File: src/rtl/rsm_pkg.sv
// Operation
// the two-bit clear-channel rule picks always clear, clear below threshold, clear unless receiving, or both conditions.
// after a packet is received the state moves to idle, transmit-synth-on, transmit or stays in receive as the post-receive field says.
// software must not pair a post-receive of transmit or transmit-synth-on with clear-channel assessment.
// after a packet is sent the state moves to idle, transmit-synth-on, stays in transmit or goes to receive as the post-transmit field says.
// staying in transmit restarts preamble as soon as the previous packet ends.
// auto-calibration 00 never calibrates by itself; only the manual calibrate strobe does.
// auto-calibration 01 calibrates on every step from idle into receive, transmit or transmit-synth-on.
// auto-calibration 10 calibrates on every return from receive or transmit to idle.
// auto-calibration 11 calibrates on every fourth return from receive or transmit to idle.
// the power-on field sets 1, 16, 64 or 256 expiries of a six-bit ripple counter before chip ready goes low.
// the pin-control bit lets pins steer the radio state as well as strobes.
// the oscillator force-on bit keeps the crystal oscillator running in sleep.
// calibrating every fourth return to idle is advised for low current in wake-on-radio use.
// the two reserved upper bits of both registers read zero and ignore writes.
package rsm_pkg;
	localparam logic [7:0] ADDR_END_STATE = 8'h17;
	localparam logic [7:0] ADDR_CAL_POWER = 8'h18;
	localparam logic [7:0] RST_END_STATE  = 8'h30;
	localparam logic [7:0] RST_CAL_POWER  = 8'h04;
	localparam logic [7:0] WR_MASK        = 8'h3F;
	localparam int RIPPLE_W   = 6;
	localparam int EXPIRY_W   = 9;
	localparam int CAL_EVERY  = 4;

	typedef enum logic [2:0] {
		ST_SLEEP, ST_IDLE, ST_FSTX, ST_RX, ST_TX, ST_CAL
	} rsm_radio_e;

	typedef struct packed {
		logic        strobe_idle;
		logic        strobe_rx;
		logic        strobe_tx;
		logic        strobe_fstx;
		logic        strobe_sleep;
		logic        strobe_cal;
	} rsm_cmd_s;

	typedef struct packed {
		logic        rssi_below;
		logic        receiving;
		logic        rx_done;
		logic        tx_done;
		logic        cal_done;
	} rsm_radio_in_s;

	function automatic logic [EXPIRY_W-1:0] expiry_target(input logic [1:0] sel);
		case (sel)
			2'b00:   expiry_target = 9'd1;
			2'b01:   expiry_target = 9'd16;
			2'b10:   expiry_target = 9'd64;
			default: expiry_target = 9'd256;
		endcase
	endfunction
endpackage

File: src/rtl/rsm_regs.sv
module rsm_regs
	import rsm_pkg::*;
(
	input  wire logic       mclk_i,
	input  wire logic       arst_n_i,
	input  wire logic [7:0] addr_i,
	input  wire logic [7:0] wdata_i,
	input  wire logic       wr_i,
	input  wire logic       rd_i,
	output logic      [7:0] end_state_o,
	output logic      [7:0] cal_power_o,
	output logic      [7:0] rdata_o
);
	typedef struct packed {
		logic [7:0] end_state;
		logic [7:0] cal_power;
		logic [7:0] rdata;
	} rsm_regs_s;

	rsm_regs_s st_r;
	rsm_regs_s st_nxt;

	always_comb
	begin
		st_nxt = st_r;
		st_nxt.rdata = 8'h00;
		if (wr_i && addr_i == ADDR_END_STATE)
			st_nxt.end_state = wdata_i & WR_MASK;
		if (wr_i && addr_i == ADDR_CAL_POWER)
			st_nxt.cal_power = wdata_i & WR_MASK;
		if (rd_i)
		begin
			case (addr_i)
				ADDR_END_STATE: st_nxt.rdata = st_r.end_state;
				ADDR_CAL_POWER: st_nxt.rdata = st_r.cal_power;
				default:        st_nxt.rdata = 8'h00;
			endcase
		end
	end

	always_ff @(posedge mclk_i or negedge arst_n_i)
	begin
		if (!arst_n_i)
			st_r <= '{end_state: RST_END_STATE, cal_power: RST_CAL_POWER, rdata: 8'h00};
		else
			st_r <= st_nxt;
	end

	assign end_state_o = st_r.end_state;
	assign cal_power_o = st_r.cal_power;
	assign rdata_o     = st_r.rdata;
endmodule

File: src/rtl/rsm_power_on.sv
module rsm_power_on
	import rsm_pkg::*;
(
	input  wire logic       mclk_i,
	input  wire logic       arst_n_i,
	input  wire logic       osc_run_i,
	input  wire logic [1:0] expiry_sel_i,
	output logic            chip_ready_low_o
);
	typedef struct packed {
		logic [RIPPLE_W-1:0] ripple;
		logic [EXPIRY_W-1:0] expiries;
		logic                ready_n;
	} rsm_po_s;

	rsm_po_s st_r;
	rsm_po_s st_nxt;

	always_comb
	begin
		st_nxt = st_r;
		if (!osc_run_i)
		begin
			// oscillator stopped: restart the timeout on next start
			st_nxt.ripple   = '0;
			st_nxt.expiries = '0;
			st_nxt.ready_n  = 1'b1;
		end
		else if (st_r.ready_n)
		begin
			st_nxt.ripple = st_r.ripple + 1'b1;
			if (&st_r.ripple)
			begin
				st_nxt.expiries = st_r.expiries + 1'b1;
				if (st_r.expiries + 1'b1 >= expiry_target(expiry_sel_i))
					st_nxt.ready_n = 1'b0;
			end
		end
	end

	always_ff @(posedge mclk_i or negedge arst_n_i)
	begin
		if (!arst_n_i)
			st_r <= '{ripple: '0, expiries: '0, ready_n: 1'b1};
		else
			st_r <= st_nxt;
	end

	assign chip_ready_low_o = st_r.ready_n;
endmodule

File: src/rtl/rsm_top.sv
// Local design decision: the plain strobed port.
module rsm_top
	import rsm_pkg::*;
(
	input  wire logic                   mclk_i,
	input  wire logic                   arst_n_i,
	input  wire logic [7:0]             addr_i,
	input  wire logic [7:0]             wdata_i,
	input  wire logic                   wr_i,
	input  wire logic                   rd_i,
	output logic      [7:0]             rdata_o,
	input  rsm_pkg::rsm_cmd_s           strobe_i,
	input  rsm_pkg::rsm_cmd_s           pin_cmd_i,
	input  rsm_pkg::rsm_radio_in_s      radio_i,
	output rsm_pkg::rsm_radio_e         state_o,
	output logic                        clear_channel_o,
	output logic                        cal_start_o,
	output logic                        preamble_start_o,
	output logic                        osc_run_o,
	output logic                        chip_ready_low_o
);
	logic [7:0] end_state;
	logic [7:0] cal_power;

	rsm_regs u_regs (
		.mclk_i      (mclk_i),
		.arst_n_i    (arst_n_i),
		.addr_i      (addr_i),
		.wdata_i     (wdata_i),
		.wr_i        (wr_i),
		.rd_i        (rd_i),
		.end_state_o (end_state),
		.cal_power_o (cal_power),
		.rdata_o     (rdata_o)
	);

	logic [1:0] cca_rule;
	logic [1:0] post_rx;
	logic [1:0] post_tx;
	logic [1:0] auto_cal;
	logic [1:0] po_sel;
	logic       pin_ctrl_en;
	logic       osc_force_on;

	assign cca_rule     = end_state[5:4];
	assign post_rx      = end_state[3:2];
	assign post_tx      = end_state[1:0];
	assign auto_cal     = cal_power[5:4];
	assign po_sel       = cal_power[3:2];
	assign pin_ctrl_en  = cal_power[1];
	assign osc_force_on = cal_power[0];

	typedef struct packed {
		rsm_radio_e state;
		rsm_radio_e after_cal;
		logic [1:0] idle_returns;
		logic       clear;
		logic       cal_start;
		logic       preamble;
		logic       osc_run;
	} rsm_top_s;

	rsm_top_s  st_r;
	rsm_top_s  st_nxt;
	rsm_cmd_s  cmd;
	logic      to_idle;

	// pins only count while pin control is enabled
	assign cmd = strobe_i | (pin_ctrl_en ? pin_cmd_i : '0);

	always_comb
	begin
		st_nxt           = st_r;
		st_nxt.cal_start = 1'b0;
		st_nxt.preamble  = 1'b0;
		to_idle          = 1'b0;

		case (cca_rule)
			2'b00:   st_nxt.clear = 1'b1;
			2'b01:   st_nxt.clear = radio_i.rssi_below;
			2'b10:   st_nxt.clear = !radio_i.receiving;
			default: st_nxt.clear = radio_i.rssi_below && !radio_i.receiving;
		endcase

		case (st_r.state)
			ST_SLEEP:
			begin
				if (cmd.strobe_idle)
					st_nxt.state = ST_IDLE;
			end
			ST_IDLE:
			begin
				if (cmd.strobe_cal)
				begin
					st_nxt.state     = ST_CAL;
					st_nxt.after_cal = ST_IDLE;
					st_nxt.cal_start = 1'b1;
				end
				else if (cmd.strobe_rx || cmd.strobe_tx || cmd.strobe_fstx)
				begin
					if (cmd.strobe_rx)
						st_nxt.after_cal = ST_RX;
					else if (cmd.strobe_tx)
						st_nxt.after_cal = ST_TX;
					else
						st_nxt.after_cal = ST_FSTX;
					if (auto_cal == 2'b01)
					begin
						st_nxt.state     = ST_CAL;
						st_nxt.cal_start = 1'b1;
					end
					else
					begin
						st_nxt.state    = st_nxt.after_cal;
						st_nxt.preamble = cmd.strobe_tx;
					end
				end
				else if (cmd.strobe_sleep)
					st_nxt.state = ST_SLEEP;
			end
			ST_CAL:
			begin
				if (radio_i.cal_done)
				begin
					st_nxt.state    = st_r.after_cal;
					st_nxt.preamble = (st_r.after_cal == ST_TX);
				end
			end
			ST_FSTX:
			begin
				if (cmd.strobe_idle)
					st_nxt.state = ST_IDLE;
				else if (cmd.strobe_tx)
				begin
					st_nxt.state    = ST_TX;
					st_nxt.preamble = 1'b1;
				end
			end
			ST_RX:
			begin
				if (cmd.strobe_idle)
					to_idle = 1'b1;
				else if (radio_i.rx_done)
				begin
					case (post_rx)
						2'b00:   to_idle = 1'b1;
						2'b01:   st_nxt.state = ST_FSTX;
						2'b10:
						begin
							st_nxt.state    = ST_TX;
							st_nxt.preamble = 1'b1;
						end
						default: st_nxt.state = ST_RX;
					endcase
				end
			end
			ST_TX:
			begin
				if (cmd.strobe_idle)
					to_idle = 1'b1;
				else if (radio_i.tx_done)
				begin
					case (post_tx)
						2'b00:   to_idle = 1'b1;
						2'b01:   st_nxt.state = ST_FSTX;
						2'b10:   st_nxt.preamble = 1'b1;
						default: st_nxt.state = ST_RX;
					endcase
				end
			end
			default: st_nxt.state = ST_IDLE;
		endcase

		if (to_idle)
		begin
			st_nxt.after_cal = ST_IDLE;
			st_nxt.state     = ST_IDLE;
			if (auto_cal == 2'b10)
			begin
				st_nxt.state     = ST_CAL;
				st_nxt.cal_start = 1'b1;
			end
			else if (auto_cal == 2'b11)
			begin
				st_nxt.idle_returns = st_r.idle_returns + 2'd1;
				if (st_r.idle_returns == 2'(CAL_EVERY - 1))
				begin
					st_nxt.state     = ST_CAL;
					st_nxt.cal_start = 1'b1;
				end
			end
		end

		// oscillator stops in sleep unless forced on
		st_nxt.osc_run = (st_nxt.state != ST_SLEEP) || osc_force_on;
	end

	always_ff @(posedge mclk_i or negedge arst_n_i)
	begin
		if (!arst_n_i)
			st_r <= '{state: ST_IDLE, after_cal: ST_IDLE, idle_returns: 2'd0,
				clear: 1'b1, cal_start: 1'b0, preamble: 1'b0, osc_run: 1'b1};
		else
			st_r <= st_nxt;
	end

	rsm_power_on u_power_on (
		.mclk_i           (mclk_i),
		.arst_n_i         (arst_n_i),
		.osc_run_i        (st_r.osc_run),
		.expiry_sel_i     (po_sel),
		.chip_ready_low_o (chip_ready_low_o)
	);

	assign state_o          = st_r.state;
	assign clear_channel_o  = st_r.clear;
	assign cal_start_o      = st_r.cal_start;
	assign preamble_start_o = st_r.preamble;
	assign osc_run_o        = st_r.osc_run;
endmodule

File: config.mk
export PLATFORM = sky130hd
export DESIGN_NAME = rsm_top
export DESIGN_NICKNAME = d
export VERILOG_FILES = /design/src/rtl/rsm_pkg.sv /design/src/rtl/rsm_regs.sv /design/src/rtl/rsm_power_on.sv /design/src/rtl/rsm_top.sv
export SDC_FILE = /design/constraint.sdc
export NUM_CORES = 1
export LEC_CHECK = 0
export ABC_AREA = 0
export BUFFER_PORTS_ARGS = -buffer_cell sky130_fd_sc_hd__buf_2
export CORE_MARGIN = 2
export CORE_UTILIZATION = 38
export CTS_CLUSTER_DIAMETER = 200
export DETAILED_ROUTE_END_ITERATION = 10
export GPL_ROUTABILITY_DRIVEN = 1
export GPL_TIMING_DRIVEN = 0
export PLACE_DENSITY = 0.54
export SLEW_MARGIN = 10
export SYNTH_ARGS = -nofsm -noshare
export SYNTH_HDL_FRONTEND = slang
export SYNTH_HIERARCHICAL = 1
export SYNTH_SLANG_ARGS = --single-unit
File: constraint.sdc
create_clock -name mclk_i -period 3.5 [get_ports mclk_i]
set_clock_uncertainty 0.15 [all_clocks]
set_input_delay 0.175 -clock mclk_i [delete_from_list [all_inputs] [get_ports mclk_i]]
set_output_delay 0.175 -clock mclk_i [all_outputs]
set_load 0.02 [all_outputs]
==> metrics.txt <==
CTS tree yes; DP HPWL about 4.5 mm; port bufs 48; Final nets around 380; Tcrit/Tclk final approximately three quarters; Clock Pin Slew Worst Setup and Hold Paths roughly 0.080 ns; # clock sinks 46; worst path cell trace ha_1 -> nand3_1 -> nor3_1 -> xnor2_1 -> ha_1 -> inv_1 -> o32ai_1 -> or4b_1 -> o31ai_2; clk buf depth 2; RSZ-0062 raised after global routing no; most frequent cells in the layout buf_2 (52), dfrtp_1 (38), nor2_1 (18), nand2_1 (17), mux2_2 (13); chip height approximately 90 um; Placeable Area roughly 7200 sq um; Top Ports 53; Overflow after GRT 0; Pwr Density roughly 460 nW/um^2; RePlAce Congestion 0.8511; final worst slack about 0.83 ns; DR WL/cell roughly 14 um; first-pass GRT wire length roughly 10 mm; Worst-Margin Slew approximately 1 ns; Critical Path Max Stage Delay around 0.53 ns; vias in the first global route roughly 2200; Via Count around 2200; # fillers 706; Pre-antenna DRT Iters 5; f_max around 370 MHz; Layout area overhead 19.70%; Root Driver clkbuf_8; total die area 8037 sq um; Cells after Synth 268; CP required ~3.6 ns; Site Rows 31; Max Cap Viol 0; Max FO, Critical Path 6; pin count of the biggest net entering global routing 47; Die X between 80 and 90 um; Max Slew Vio Count 0; startpoint types flip-flop; Leak ~1.5 nW; Crit-path slowest cell or4b_1; post-route ant nets 0; Netlist Area Pre-Place around 2800 sq um; min cycle time layout 2.673 ns; initial antenna violation count 0; CP top delay family simple AND/OR/NAND/NOR gates; Antenna diodes 0; # setup viols final 0; WL final ~6.0 mm; DR iter-0 viols 56; Yosys Warn Count 6; Total GRT Usage between 15 and 20%; Initial Util between 30% and 40%; Setup TNS 0 ns; commonest non-fill, non-tap cell in the layout buf_2; crit path kind reg2reg; Synth Area per Inst roughly 10 sq um; WP buf/inv 1; Setup WS pre-CTS 0.8375 ns; Final Hold Viols 0; Slew HR 33.21%; outcome finished, final reports clean; TritonCTS Buffers 5; Clock Latency Late Sink ~0.3 ns; total number of H-tree levels 2; VDD IR max about 0.28 mV; critical path endpoint category flip-flop; vias per cell 5.176; share of layout cells above drive strength 1 about a third; Worst Path Arrival 2.74 ns; DRC errors left 0; Hold Path Class in2reg; most frequent cell on the critical path ha_1
==> worst paths after layout <==
check                                               to  slack [ns]  cells past startpoint          startpoint
max in group asynchronous                      st_r[7]        2.15                      2            arst_n_i
min                                  u_regs/rdata_o[4]        0.09                      3                rd_i
min in group asynchronous          u_power_on/st_r[15]        0.43                      2            arst_n_i
max                        u_power_on/chip_ready_low_o        0.83                      9  u_power_on/st_r[1]
min reg2reg                                    st_r[4]        0.33                      1             st_r[4]
max reg2reg                u_power_on/chip_ready_low_o        0.83                      9  u_power_on/st_r[1]
==> metal layers <==
metal / part of all wire [%] / wire length [um] / vias to the layer above / track usage [%]
li1: - / - / 1110 / -
met1: 44 / 2663 / 1098 / 20.95
met2: 52 / 3111 / 24 / 27.34
met3: 2.3 / 140 / 9 / 2.742
met4: 1.2 / 72 / 0 / 4.478
met5: 0 / 0 / - / 0
==> what timing repair did <==
item,4_1_cts,5_1_grt
hold buffers,9,0
hold endpoints to repair,51,0
setup buffers,0,0
resized for setup,0,0
==> state kept, by name, summed over array words and instances (netlist names) <==
name                         count
u_regs/end_state_o               6
preamble_start_o                 1
st_r                             5
u_regs/rdata_o                   6
osc_run_o                        1
state_o                          3
clear_channel_o                  1
u_power_on/chip_ready_low_o      1
cal_start_o                      1
u_regs/cal_power_o               6
u_power_on/st_r                 15
==> power by group <==
part           internal [mW]  switching (mW)  total [mW]
clock network          0.159           0.173       0.333
logic                  0.237           0.272       0.509
registers              0.620          0.0831       0.703
==> cell type report <==
class | instances | area, sq um | area share, %
sequential | 46 | 1161 | 34.80
buffer | 14 | 98.84 | 2.962
tap | 99 | 123.9 | 3.712
multi-input combinational | 200 | 1498 | 44.88
clock buffer | 7 | 86.33 | 2.587
timing repair buffer | 57 | 330.3 | 9.899
inverter | 9 | 33.78 | 1.012
clock inverter | 1 | 5.005 | 0.1500
==> stage by stage <==
| stage | util (%) | std cells | area [sq um] | hold slack [ns] | power, mW |
|---|---|---|---|---|---|
| 4_1_cts | 46.50 | 433 | 3337 | 0.09557 | 1.570 |
| 6_report | 46.50 | 433 | 3337 | 0.09429 | 1.544 |
| 3_3_place_gp | 43.98 | 416 | 3156 | 0.1818 | 1.219 |
| 2_1_floorplan | - | 269 | 2791 | -0.2706 | 1.068 |
| 5_1_grt | 46.50 | 433 | 3337 | 0.1307 | 1.667 |
| 3_5_place_dp | 43.98 | 416 | 3156 | 0.1886 | 1.217 |
==> worst register-to-register path, cell delays in order, from the launching register on <==
cell and delay, ns:
dfrtp_1 0.42, ha_1 0.26, nand3_1 0.23, nor3_1 0.36
xnor2_1 0.11, ha_1 0.20, inv_1 0.05, o32ai_1 0.10
or4b_1 0.53, o31ai_2 0.19
Power figures use the tool's default switching activity.
